==> src/logic/mps_pkg.sv <==
// package: register map, field layout, reset values and timing for the pause/stats slice
package mps_pkg;
   // --------------------------------------------------------------
   // register byte offsets
   // --------------------------------------------------------------
   localparam logic [11:0] OFS_PAUSE_FLOW_CONTROL = 12'h01c;
   localparam logic [11:0] OFS_STATS_CONTROL = 12'h100;
   localparam logic [11:0] OFS_LONG_FRAME_COUNT = 12'h104;
   localparam logic [11:0] OFS_RESERVED_INIT_WORD_A = 12'h10c;
   localparam logic [11:0] OFS_RESERVED_INIT_WORD_B = 12'h110;
   localparam logic [11:0] OFS_RX_FRAME_TOTAL_COUNT = 12'h200;
   // --------------------------------------------------------------
   // fields
   // --------------------------------------------------------------
   localparam int QUANTA_LSB = 16;
   localparam int HONOR_BIT = 1;
   localparam int BUSY_BIT = 0;
   localparam int LIMIT_LSB = 3;
   localparam int LIMIT_W = 11;
   localparam int STATS_RSVD_BIT = 1;
   // --------------------------------------------------------------
   // reset values
   // --------------------------------------------------------------
   localparam logic [15:0] RST_QUANTA = 16'h0050;
   localparam logic RST_HONOR = 1'b1;
   localparam logic [10:0] RST_LIMIT = 11'h5ee;
   localparam logic RST_STATS_RSVD = 1'b1;
   localparam logic [31:0] RST_RESERVED_WORD = 32'h0000_0000;
   // --------------------------------------------------------------
   // pause frame layout
   // --------------------------------------------------------------
   localparam logic [47:0] PAUSE_DEST = 48'h0180_c200_0001;
   localparam logic [15:0] MAC_CTRL_TYPE = 16'h8808;
   localparam logic [15:0] PAUSE_OPCODE = 16'h0001;
   localparam logic [5:0] PAUSE_FRAME_LEN = 6'h3c;
   localparam logic [5:0] IDX_QUANTA_HI = 6'h10;
   // --------------------------------------------------------------
   // timing: one pause slot is 512 bit times at 100 Mb/s
   // --------------------------------------------------------------
   localparam int CLK_PERIOD_NS = 4;
   localparam int BIT_TIME_NS = 10;
   localparam int SLOT_BITS = 512;
   localparam int SLOT_CYCLES = SLOT_BITS * BIT_TIME_NS / CLK_PERIOD_NS;
   // --------------------------------------------------------------
   // transmit path states
   // --------------------------------------------------------------
   typedef enum logic [1:0] {
      TX_IDLE = 2'b00,
      TX_DATA = 2'b01,
      TX_PAUSE = 2'b10
   } mps_tx_state_t;
endpackage : mps_pkg

==> src/logic/mps_fifo.sv <==
// synchronous fifo with valid/ready on both sides
`timescale 1ns/1ns
module mps_fifo #(
   parameter int WIDTH = 9,
   parameter int DEPTH = 32
) (
   input wire logic clk_sys, // system clock
   input wire logic rst_n, // synchronised reset, active low
   input wire logic in_valid, // write side valid
   output logic in_ready, // write side ready
   input wire logic [WIDTH-1:0] in_data, // write data
   output logic out_valid, // read side valid
   input wire logic out_ready, // read side ready
   output logic [WIDTH-1:0] out_data // read data
);
   localparam int AW = $clog2(DEPTH);
   logic [WIDTH-1:0] mem [DEPTH];
   logic [AW:0] wr_q;
   logic [AW:0] rd_q;
   logic full;
   logic empty;

   // extra pointer bit tells full from empty
   assign empty = (wr_q == rd_q);
   assign full = (wr_q[AW] != rd_q[AW]) && (wr_q[AW-1:0] == rd_q[AW-1:0]);
   assign in_ready = !full;
   assign out_valid = !empty;
   assign out_data = mem[rd_q[AW-1:0]];

   always_ff @(posedge clk_sys) begin
      if (in_valid && !full) begin
         mem[wr_q[AW-1:0]] <= in_data;
      end
   end

   always_ff @(posedge clk_sys or negedge rst_n) begin
      if (!rst_n) begin
         wr_q <= '0;
         rd_q <= '0;
      end else begin
         if (in_valid && !full) begin
            wr_q <= wr_q + 1'b1;
         end
         if (out_ready && !empty) begin
            rd_q <= rd_q + 1'b1;
         end
      end
   end

   property p_no_overflow;
      @(posedge clk_sys) disable iff (!rst_n)
         full |=> wr_q == $past(wr_q);
   endproperty
   a_no_overflow: assert property (p_no_overflow)
      else $error("fifo write pointer moved while full");
endmodule : mps_fifo

==> src/logic/mps_mac_ctrl.sv <==
// pause flow control, long-frame and receive statistics slice of a 100 Mb/s mac
//
// The implementer's own choice: the APB register port.
`timescale 1ns/1ns
module mps_mac_ctrl
   import mps_pkg::*;
#(
   parameter logic [47:0] STATION_ADDR = 48'h0200_0000_0001, // arbitrary value
   parameter int FIFO_DEPTH = 32
) (
   input wire logic clk_sys, // 250 MHz system clock
   input wire logic nrst, // asynchronous reset, active low
   input wire logic psel, // apb select
   input wire logic penable, // apb enable
   input wire logic pwrite, // apb direction
   input wire logic [11:0] paddr, // apb byte address
   input wire logic [31:0] pwdata, // apb write data
   input wire logic [3:0] pstrb, // apb byte strobes
   output logic [31:0] prdata, // apb read data
   output logic pready, // apb ready
   output logic pslverr, // apb error on unmapped address
   input wire logic tx_in_valid, // frame byte from client
   output logic tx_in_ready, // fifo can take a byte
   input wire logic [7:0] tx_in_data, // client frame byte
   input wire logic tx_in_last, // last byte of client frame
   output logic tx_out_valid, // byte toward the phy side
   input wire logic tx_out_ready, // phy side takes byte
   output logic [7:0] tx_out_data, // byte toward the phy side
   output logic tx_out_last, // last byte of frame
   input wire logic rx_frame_done, // one pulse per received frame
   input wire logic rx_pause_valid, // received pause frame decoded
   input wire logic [15:0] rx_pause_quanta, // its pause time
   output logic tx_paused // transmitter held by partner
);
   // --------------------------------------------------------------
   // reset release
   // --------------------------------------------------------------
   logic rst_meta_q;
   logic rst_n;

   always_ff @(posedge clk_sys or negedge nrst) begin
      if (!nrst) begin
         rst_meta_q <= 1'b0;
         rst_n <= 1'b0;
      end else begin
         rst_meta_q <= 1'b1;
         rst_n <= rst_meta_q;
      end
   end

   // --------------------------------------------------------------
   // register state
   // --------------------------------------------------------------
   logic [15:0] quanta_q;
   logic honor_q;
   logic busy_q;
   logic [10:0] limit_q;
   logic stats_rsvd_q;
   logic [31:0] rsvd_a_q;
   logic [31:0] rsvd_b_q;
   logic [31:0] rx_count_q;
   logic [31:0] long_count_q;
   logic wr_en;
   logic setup;
   logic mapped;
   logic [31:0] rd_val;
   logic [31:0] rd_val_q;
   logic busy_done;

   function automatic logic [31:0] merge(input logic [31:0] old, input logic [31:0] wd,
                                         input logic [3:0] strb);
      logic [31:0] res;
      res = old;
      for (int i = 0; i < 4; i++) begin
         if (strb[i]) begin
            res[i*8 +: 8] = wd[i*8 +: 8];
         end
      end
      return res;
   endfunction : merge

   // --------------------------------------------------------------
   // apb slave: zero wait states, read data captured in setup
   // --------------------------------------------------------------
   assign setup = psel && !penable;
   assign wr_en = psel && penable && pwrite && mapped;
   assign pready = 1'b1;
   assign pslverr = psel && penable && !mapped;
   assign prdata = rd_val_q;

   always_comb begin
      mapped = 1'b1;
      rd_val = 32'h0000_0000;
      unique case (paddr)
         OFS_PAUSE_FLOW_CONTROL: begin
            rd_val[QUANTA_LSB +: 16] = quanta_q;
            rd_val[HONOR_BIT] = honor_q;
            rd_val[BUSY_BIT] = busy_q;
         end
         OFS_STATS_CONTROL: begin
            rd_val[LIMIT_LSB +: LIMIT_W] = limit_q;
            rd_val[STATS_RSVD_BIT] = stats_rsvd_q;
         end
         OFS_LONG_FRAME_COUNT: rd_val = long_count_q;
         OFS_RESERVED_INIT_WORD_A: rd_val = rsvd_a_q;
         OFS_RESERVED_INIT_WORD_B: rd_val = rsvd_b_q;
         OFS_RX_FRAME_TOTAL_COUNT: rd_val = rx_count_q;
         default: mapped = 1'b0;
      endcase
   end

   always_ff @(posedge clk_sys or negedge rst_n) begin
      if (!rst_n) begin
         rd_val_q <= '0;
      end else if (setup) begin
         rd_val_q <= rd_val;
      end
   end

   // flow control word; the busy bit is owned by the pause sender below
   always_ff @(posedge clk_sys or negedge rst_n) begin
      if (!rst_n) begin
         quanta_q <= RST_QUANTA;
         honor_q <= RST_HONOR;
      end else if (wr_en && paddr == OFS_PAUSE_FLOW_CONTROL) begin
         if (pstrb[3:2] == 2'b11) begin
            quanta_q <= pwdata[QUANTA_LSB +: 16];
         end
         if (pstrb[0]) begin
            honor_q <= pwdata[HONOR_BIT];
         end
      end
   end

   // stats control and the two software-initialised words
   always_ff @(posedge clk_sys or negedge rst_n) begin
      if (!rst_n) begin
         limit_q <= RST_LIMIT;
         stats_rsvd_q <= RST_STATS_RSVD;
         rsvd_a_q <= RST_RESERVED_WORD;
         rsvd_b_q <= RST_RESERVED_WORD;
      end else if (wr_en) begin
         if (paddr == OFS_STATS_CONTROL && pstrb[1:0] == 2'b11) begin
            limit_q <= pwdata[LIMIT_LSB +: LIMIT_W];
            stats_rsvd_q <= pwdata[STATS_RSVD_BIT];
         end
         if (paddr == OFS_RESERVED_INIT_WORD_A) begin
            rsvd_a_q <= merge(rsvd_a_q, pwdata, pstrb);
         end
         if (paddr == OFS_RESERVED_INIT_WORD_B) begin
            rsvd_b_q <= merge(rsvd_b_q, pwdata, pstrb);
         end
      end
   end

   // --------------------------------------------------------------
   // receive statistics and pause honouring
   // --------------------------------------------------------------
   always_ff @(posedge clk_sys or negedge rst_n) begin
      if (!rst_n) begin
         rx_count_q <= '0;
      end else if (rx_frame_done) begin
         rx_count_q <= rx_count_q + 32'h0000_0001; // wraps, no clear
      end
   end

   mps_pause_timer u_timer (
      .clk_sys(clk_sys),
      .rst_n(rst_n),
      .load(rx_pause_valid && honor_q),
      .quanta(rx_pause_quanta),
      .hold(tx_paused)
   );

   // --------------------------------------------------------------
   // transmit path
   // --------------------------------------------------------------
   logic f_valid;
   logic f_ready;
   logic [8:0] f_data;
   mps_tx_state_t state_q;
   logic [5:0] idx_q;
   logic [15:0] sent_quanta_q;
   logic src_valid;
   logic src_ready;
   logic [7:0] src_data;
   logic src_last;
   logic src_fire;
   logic [15:0] len_q;

   mps_fifo #(.WIDTH(9), .DEPTH(FIFO_DEPTH)) u_fifo (
      .clk_sys(clk_sys),
      .rst_n(rst_n),
      .in_valid(tx_in_valid),
      .in_ready(tx_in_ready),
      .in_data({tx_in_last, tx_in_data}),
      .out_valid(f_valid),
      .out_ready(f_ready),
      .out_data(f_data)
   );

   function automatic logic [7:0] pause_byte(input logic [5:0] i, input logic [15:0] q);
      logic [7:0] b;
      b = 8'h00;
      if (i < 6'd6) begin
         b = PAUSE_DEST[8*(5 - i) +: 8];
      end else if (i < 6'd12) begin
         b = STATION_ADDR[8*(11 - i) +: 8];
      end else if (i == 6'd12) begin
         b = MAC_CTRL_TYPE[15:8];
      end else if (i == 6'd13) begin
         b = MAC_CTRL_TYPE[7:0];
      end else if (i == 6'd14) begin
         b = PAUSE_OPCODE[15:8];
      end else if (i == 6'd15) begin
         b = PAUSE_OPCODE[7:0];
      end else if (i == IDX_QUANTA_HI) begin
         b = q[15:8];
      end else if (i == IDX_QUANTA_HI + 6'd1) begin
         b = q[7:0];
      end
      return b;
   endfunction : pause_byte

   assign src_ready = !tx_out_valid || tx_out_ready;
   assign src_fire = src_valid && src_ready;
   assign f_ready = (state_q == TX_DATA) && src_ready;

   always_comb begin
      src_valid = 1'b0;
      src_data = 8'h00;
      src_last = 1'b0;
      unique case (state_q)
         TX_DATA: begin
            src_valid = f_valid;
            src_data = f_data[7:0];
            src_last = f_data[8];
         end
         TX_PAUSE: begin
            src_valid = 1'b1;
            src_data = pause_byte(idx_q, sent_quanta_q);
            src_last = (idx_q == PAUSE_FRAME_LEN - 6'd1);
         end
         default: begin
         end
      endcase
   end

   // frames start only at a boundary; a requested pause frame goes first
   always_ff @(posedge clk_sys or negedge rst_n) begin
      if (!rst_n) begin
         state_q <= TX_IDLE;
         idx_q <= '0;
         sent_quanta_q <= '0;
      end else begin
         unique case (state_q)
            TX_IDLE: begin
               idx_q <= '0;
               if (busy_q) begin
                  state_q <= TX_PAUSE;
                  sent_quanta_q <= quanta_q;
               end else if (f_valid && !tx_paused) begin
                  state_q <= TX_DATA;
               end
            end
            TX_DATA: begin
               if (src_fire && src_last) begin
                  state_q <= TX_IDLE;
               end
            end
            TX_PAUSE: begin
               if (src_fire) begin
                  idx_q <= idx_q + 6'd1;
                  if (src_last) begin
                     state_q <= TX_IDLE;
                  end
               end
            end
            default: state_q <= TX_IDLE;
         endcase
      end
   end

   // a new request written in the finishing cycle wins over the clear
   assign busy_done = (state_q == TX_PAUSE) && src_fire && src_last;
   always_ff @(posedge clk_sys or negedge rst_n) begin
      if (!rst_n) begin
         busy_q <= 1'b0;
      end else if (wr_en && paddr == OFS_PAUSE_FLOW_CONTROL && pstrb[0]
                   && pwdata[BUSY_BIT]) begin
         busy_q <= 1'b1;
      end else if (busy_done) begin
         busy_q <= 1'b0;
      end
   end

   // output register stage
   always_ff @(posedge clk_sys or negedge rst_n) begin
      if (!rst_n) begin
         tx_out_valid <= 1'b0;
         tx_out_data <= '0;
         tx_out_last <= 1'b0;
      end else if (src_ready) begin
         tx_out_valid <= src_valid;
         tx_out_data <= src_data;
         tx_out_last <= src_last;
      end
   end

   // length tally includes the last byte; limit compare in bytes
   always_ff @(posedge clk_sys or negedge rst_n) begin
      if (!rst_n) begin
         len_q <= '0;
         long_count_q <= '0;
      end else if (src_fire) begin
         len_q <= src_last ? 16'h0000 : len_q + 16'h0001;
         if (src_last && (len_q + 16'h0001) > {5'h00, limit_q}) begin
            long_count_q <= long_count_q + 32'h0000_0001;
         end
      end
   end

   // --------------------------------------------------------------
   // checks
   // --------------------------------------------------------------
   property p_quanta_byte;
      @(posedge clk_sys) disable iff (!rst_n)
         (state_q == TX_PAUSE && src_fire && idx_q == IDX_QUANTA_HI)
         |-> src_data == sent_quanta_q[15:8] ##1 src_data == sent_quanta_q[7:0];
   endproperty
   a_quanta_byte: assert property (p_quanta_byte)
      else $error("pause time field does not match programmed quanta");

   property p_honor;
      @(posedge clk_sys) disable iff (!rst_n)
         (rx_pause_valid && honor_q && rx_pause_quanta != 16'h0000)
         |-> ##1 tx_paused [*8];
   endproperty
   a_honor: assert property (p_honor)
      else $error("honoured pause frame did not hold the transmitter");

   property p_no_start_paused;
      @(posedge clk_sys) disable iff (!rst_n)
         (state_q == TX_IDLE && tx_paused && !busy_q) |=> state_q != TX_DATA;
   endproperty
   a_no_start_paused: assert property (p_no_start_paused)
      else $error("data frame started during received pause");

   property p_busy_set;
      @(posedge clk_sys) disable iff (!rst_n)
         (wr_en && paddr == OFS_PAUSE_FLOW_CONTROL && pstrb[0] && pwdata[BUSY_BIT])
         |=> busy_q ##[1:2] state_q == TX_PAUSE;
   endproperty
   a_busy_set: assert property (p_busy_set)
      else $error("pause request did not start a pause frame");

   property p_busy_clear;
      @(posedge clk_sys) disable iff (!rst_n)
         (busy_done && !wr_en) |=> !busy_q;
   endproperty
   a_busy_clear: assert property (p_busy_clear)
      else $error("busy not cleared after pause frame");

   property p_busy_held;
      @(posedge clk_sys) disable iff (!rst_n)
         (state_q == TX_PAUSE) |-> busy_q;
   endproperty
   a_busy_held: assert property (p_busy_held)
      else $error("busy dropped during pause frame");

   property p_limit_read;
      @(posedge clk_sys) disable iff (!rst_n)
         (setup && paddr == OFS_STATS_CONTROL) |=> prdata[13:3] == $past(limit_q);
   endproperty
   a_limit_read: assert property (p_limit_read)
      else $error("limit field not at bits 13 to 3");

   property p_long_count;
      @(posedge clk_sys) disable iff (!rst_n)
         (src_fire && src_last && len_q >= {5'h00, limit_q})
         |=> long_count_q == $past(long_count_q) + 32'h0000_0001;
   endproperty
   a_long_count: assert property (p_long_count)
      else $error("long frame not counted");

   property p_rx_read;
      @(posedge clk_sys) disable iff (!rst_n)
         (setup && paddr == OFS_RX_FRAME_TOTAL_COUNT) |=> prdata == $past(rx_count_q);
   endproperty
   a_rx_read: assert property (p_rx_read)
      else $error("receive counter not readable at its offset");

   property p_rx_count;
      @(posedge clk_sys) disable iff (!rst_n)
         1'b1 |=> rx_count_q == $past(rx_count_q) + {31'h0, $past(rx_frame_done)};
   endproperty
   a_rx_count: assert property (p_rx_count)
      else $error("receive counter step wrong");

   c_pause_sent: cover property (@(posedge clk_sys) disable iff (!rst_n) busy_done);
   c_long: cover property (@(posedge clk_sys) disable iff (!rst_n)
      src_fire && src_last && len_q >= {5'h00, limit_q});
   c_fifo_full: cover property (@(posedge clk_sys) disable iff (!rst_n) !tx_in_ready);
endmodule : mps_mac_ctrl

==> src/logic/mps_pause_timer.sv <==
// received-pause hold timer counting 512-bit-time slots
`timescale 1ns/1ns
module mps_pause_timer
   import mps_pkg::*;
(
   input wire logic clk_sys, // system clock
   input wire logic rst_n, // synchronised reset, active low
   input wire logic load, // honoured pause frame arrived
   input wire logic [15:0] quanta, // requested slots
   output logic hold // transmitter must wait
);
   localparam logic [10:0] SLOT_LAST = 11'(SLOT_CYCLES - 1);
   logic [15:0] slots_q;
   logic [10:0] tick_q;

   assign hold = (slots_q != 16'h0000);

   // a new pause frame restarts the wait, zero quanta releases at once
   always_ff @(posedge clk_sys or negedge rst_n) begin
      if (!rst_n) begin
         slots_q <= '0;
         tick_q <= '0;
      end else if (load) begin
         slots_q <= quanta;
         tick_q <= '0;
      end else if (hold) begin
         if (tick_q == SLOT_LAST) begin
            tick_q <= '0;
            slots_q <= slots_q - 16'h0001;
         end else begin
            tick_q <= tick_q + 11'h001;
         end
      end
   end

   property p_slot_len;
      @(posedge clk_sys) disable iff (!rst_n)
         (hold && !load && tick_q == 11'h000) ##1 (!load)[*8] |-> tick_q == 11'h008;
   endproperty
   a_slot_len: assert property (p_slot_len)
      else $error("slot prescaler does not advance one per cycle");
endmodule : mps_pause_timer

==> config.mk <==
export PLATFORM = sky130hd
export DESIGN_NAME = mps_mac_ctrl
export DESIGN_NICKNAME = d
export VERILOG_FILES = /design/src/logic/mps_pkg.sv /design/src/logic/mps_fifo.sv /design/src/logic/mps_mac_ctrl.sv /design/src/logic/mps_pause_timer.sv
export SDC_FILE = /design/constraint.sdc
export NUM_CORES = 1
export LEC_CHECK = 0
export BUFFER_PORTS_ARGS = -buffer_cell sky130_fd_sc_hd__buf_2
export CAP_MARGIN = 20
export CORE_UTILIZATION = 30
export DETAILED_ROUTE_END_ITERATION = 8
export GPL_TIMING_DRIVEN = 0
export HOLD_SLACK_MARGIN = 0.08
export MAX_ROUTING_LAYER = met4
export SLEW_MARGIN = 30
export SYNTH_ARGS = -nofsm -noshare
export SYNTH_HDL_FRONTEND = slang
export SYNTH_SLANG_ARGS = --single-unit
==> constraint.sdc <==
create_clock -name clk_sys -period 18.7 [get_ports clk_sys]
set_clock_uncertainty 0.05 [all_clocks]
set_input_delay 0.935 -clock clk_sys [delete_from_list [all_inputs] [get_ports clk_sys]]
set_output_delay 0.935 -clock clk_sys [all_outputs]
set_load 0.05 [all_outputs]
==> run metrics <==
min Tclk post-route approximately 4.2 ns; GR Layer Usage met2 25.9%; syn_area_per_cell 13.9 µm²; fill cell count 7,977; top cells by area, synth edfxtp_1 (34%), dfrtp_1 (27%), mux4_2 (6.7%), mux2_2 (6.3%), xnor2_1 (2.4%); PwrDens 104 nW/µm²; Worst Setup End Kind primary output; grt ovf 0; area share of the largest cell type after synthesis between 30 and 40%; drt total wl a little under 70,000 µm; Int Pwr 2.26 mW; worst setup margin approximately 14 ns; Top Ports around 130; Commonest cells post-synth edfxtp_1 (288), dfrtp_1 (269), nand2_1 (146); Yosys warning count 0; met3 usage under 10%; pin count of the biggest net entering global routing 54; initial antenna violation count 3; Via-to-Cell Ratio between 5 and 6; clock sinks roughly 570; setup violators final 0; Leak Pwr ~11 nW; DRC violations left 0; via count 16.5k; outcome completed; drt wl/cell between 20 and 25 µm; clk buf depth 3; max-slew violations 0; Core ar. 83,600 µm²; total power approximately 3.1 mW; setup_tns 0 ns; layout cell share with drive strength beyond 1 about a quarter; vias in the first global route ~17k; post-synth top area cell edfxtp_1; synthesized netlist cell count ~1.8k; grt peak-use layer met2; FFs w/ async S/R, synth about half; PortBufs 126; # H-tree levels 3; die extent in x slightly below 300 µm; Most used DFF post-synth edfxtp_1; CP Max Fanout 10; Seq/Total Area, Yosys between 60% and 70%; die height roughly 300 µm; worst vdd ir just under 0.07 mV; RePlAce Congestion 0.894; fin cells approximately 3.2k; CTS tree yes; RSZ-0062 raised after global routing no; Final period util a little under a quarter; CP Launch Type primary input; Min Hold Slack ~0.16 ns; Crit Path Category in -> out; GR Layer Usage met1 a little over a fifth; Place WS about 15 ns; Root Driver clkbuf_16; Max Clock Freq 237 MHz; Worst-Skew Late Latency 0.60 ns; sw frac between 20 and 30%; NumNets Final roughly 2.1k; DRT iter0 DRCs roughly 1.6k; Tightest Pin Transition slightly below 1 ns; DRT Pass-1 Iters 6; Net Switching roughly 830 µW; placed wire-length estimate just under 50,000 µm; crit path DAT approximately 3.2 ns; Resized Gates After CTS 0; Placed Instances about 3.0k; Initial Utilization about 30%; first-pass GRT wire length approximately 100,000 µm; DIE AREA approximately 86,000 µm²; All-Layer GR Usage between 15 and 20%; final hold vios 0; Final ANT Viol Nets 0; Seq cells post-synth 569; Flop pwr share 46.8%; Max transition margin 33.7%; Mapped Area 25,300 µm²; Clock power frac 41.4%; Comb pwr share between 10% and 20%; site row count 106; number of synthesized flops with an enable pin ~290; max-cap violations 0; Synth cell types 88; Num CTS Buffers 67; Worst Path Required ~18 ns; P&R area growth vs syn 17.2%; Hold Crit Class reg -> async; count leader, synth edfxtp_1; clock-pin transition on the worst setup and hold timing paths ~0.06 ns
[final timing paths]
kind / cells past startpoint / from / slack (ns) / to
worst max-delay path: 7 / paddr[1] / 14.48 / pslverr
worst min-delay path: 0 / rst_n$_DFF_PN0_ / 0.16 / tx_out_data[6]$_DFFE_PN0N_
worst max register to register: 6 / u_fifo.wr_q[3]$_DFFE_PN0P_ / 15.06 / u_fifo.mem[10][5]$_DFFE_PP_
worst min register to register: 0 / rst_n$_DFF_PN0_ / 0.16 / tx_out_data[6]$_DFFE_PN0N_
max in group asynchronous: 3 / rst_n$_DFF_PN0_ / 17.29 / quanta_q[4]$_DFFE_PN1P_
min in group clk_sys: 0 / rst_meta_q$_DFF_PN0_ / 0.30 / rst_n$_DFF_PN0_
[metal layers]
metal,wire [µm],vias up
li1,-,7338
met1,29800,8452
met2,32300,624
met3,4100,120
met4,1840,0
met5,0,-
[power by group through the flow]
stage / Combinational, mW / Sequential [mW] / Clock, mW
4_1_cts: 0.366 / 1.44 / 1.30
5_1_grt: 0.399 / 1.45 / 1.35
3_5_place_dp: 0.364 / 1.47 / 0
6_report: 0.366 / 1.44 / 1.28
3_3_place_gp: 0.338 / 1.47 / 0
2_1_floorplan: 0.201 / 1.49 / 0
[through the flow]
stage	instance area (µm²)	util, %
after floorplan	25300	-
final	29700	35.5
after CTS	29700	35.5
after global routing	29700	35.5
after global placement	27300	32.7
after detailed placement	27500	32.9
[registers in the layout, summed over array words and instances (netlist names), 2 cells and up]
| register | count |
|---|---|
| u_fifo.mem | 288 |
| long_count_q | 32 |
| prdata | 32 |
| rsvd_a_q | 32 |
| rsvd_b_q | 32 |
| rx_count_q | 32 |
| len_q | 16 |
| quanta_q | 16 |
| sent_quanta_q | 16 |
| u_timer.slots_q | 16 |
| limit_q | 11 |
| u_timer.tick_q | 11 |
| tx_out_data | 8 |
| idx_q | 6 |
| u_fifo.rd_q | 6 |
| u_fifo.wr_q | 6 |
| state_q | 2 |
[cell usage in the layout (no fill, tap or decap), types with 6 or more instances in the layout]
master     Yosys  final
nor2_2         1     19
o31ai_1        8      8
a21oi_1       38     38
or4_1          6      6
a31oi_1       31     31
a211oi_1       7      7
nor4_1         6      6
edfxtp_1     288    288
o211ai_1       7      7
clkbuf_16      0     68
nand3_1       65     65
and2_1         7      7
a222oi_1      31     31
xnor2_1       70     70
dfstp_2       12     12
and3_1        23     23
dfrtp_1      269    268
buf_2         24    150
nor3_1        25     25
o21a_1         6      6
clkinv_2       0      8
a22oi_1       13     13
xor2_1        23     23
mux4_2        75     75
clkbuf_1      51     69
ha_1          35     35
inv_1         39     39
or3_1         10     10
mux2_2       142    142
and4_1         7      7
mux2i_1       11     11
nand2_1      146    146
nand4_1       42     42
nor2b_1       21     21
nor2_1       106     88
o21ai_0       67     67
[kinds of logic (layout without fill, tap and decap cells)]
kind of cell | count (synthesis) | count (layout) | share of synthesized area [%]
simple gates | 512 | 512 | 10.5
xor+xnor | 94 | 94 | 3.28
other cells | 1 | 4 | 0.0148
flops | 569 | 569 | 61.9
compound gates | 251 | 251 | 6.78
fa+ha+maj | 35 | 35 | 1.73
mux | 230 | 230 | 13.6
buf+inv | 125 | 378 | 2.12
[cell type report]
cell class | count | area [µm²] | area share [%]
flip-flops and latches | 569 | 15700 | 52.9
multi-input cells | 1124 | 9160 | 30.9
clock buffers | 91 | 1840 | 6.19
well taps | 1080 | 1350 | 4.55
repair buffers | 133 | 798 | 2.69
plain buffers | 85 | 387 | 1.30
clock inverters | 29 | 305 | 1.03
inverters | 40 | 150 | 0.506
diodes | 2 | 5.00 | 0.0169
[repair_timing]
action                    4_1_cts  5_1_grt
hold endpoints to repair        2        0
setup buffers                   0        0
hold buffers                    1        0
[worst max-delay path, stage by stage]
cell	delay [ns]
buf_2	0.09
nor3_1	0.17
nand2_1	0.24
nor4_1	0.86
clkbuf_1	0.56
nor3_1	0.12
buf_2	0.24
Note: power is estimated with default switching activity, not from simulation.
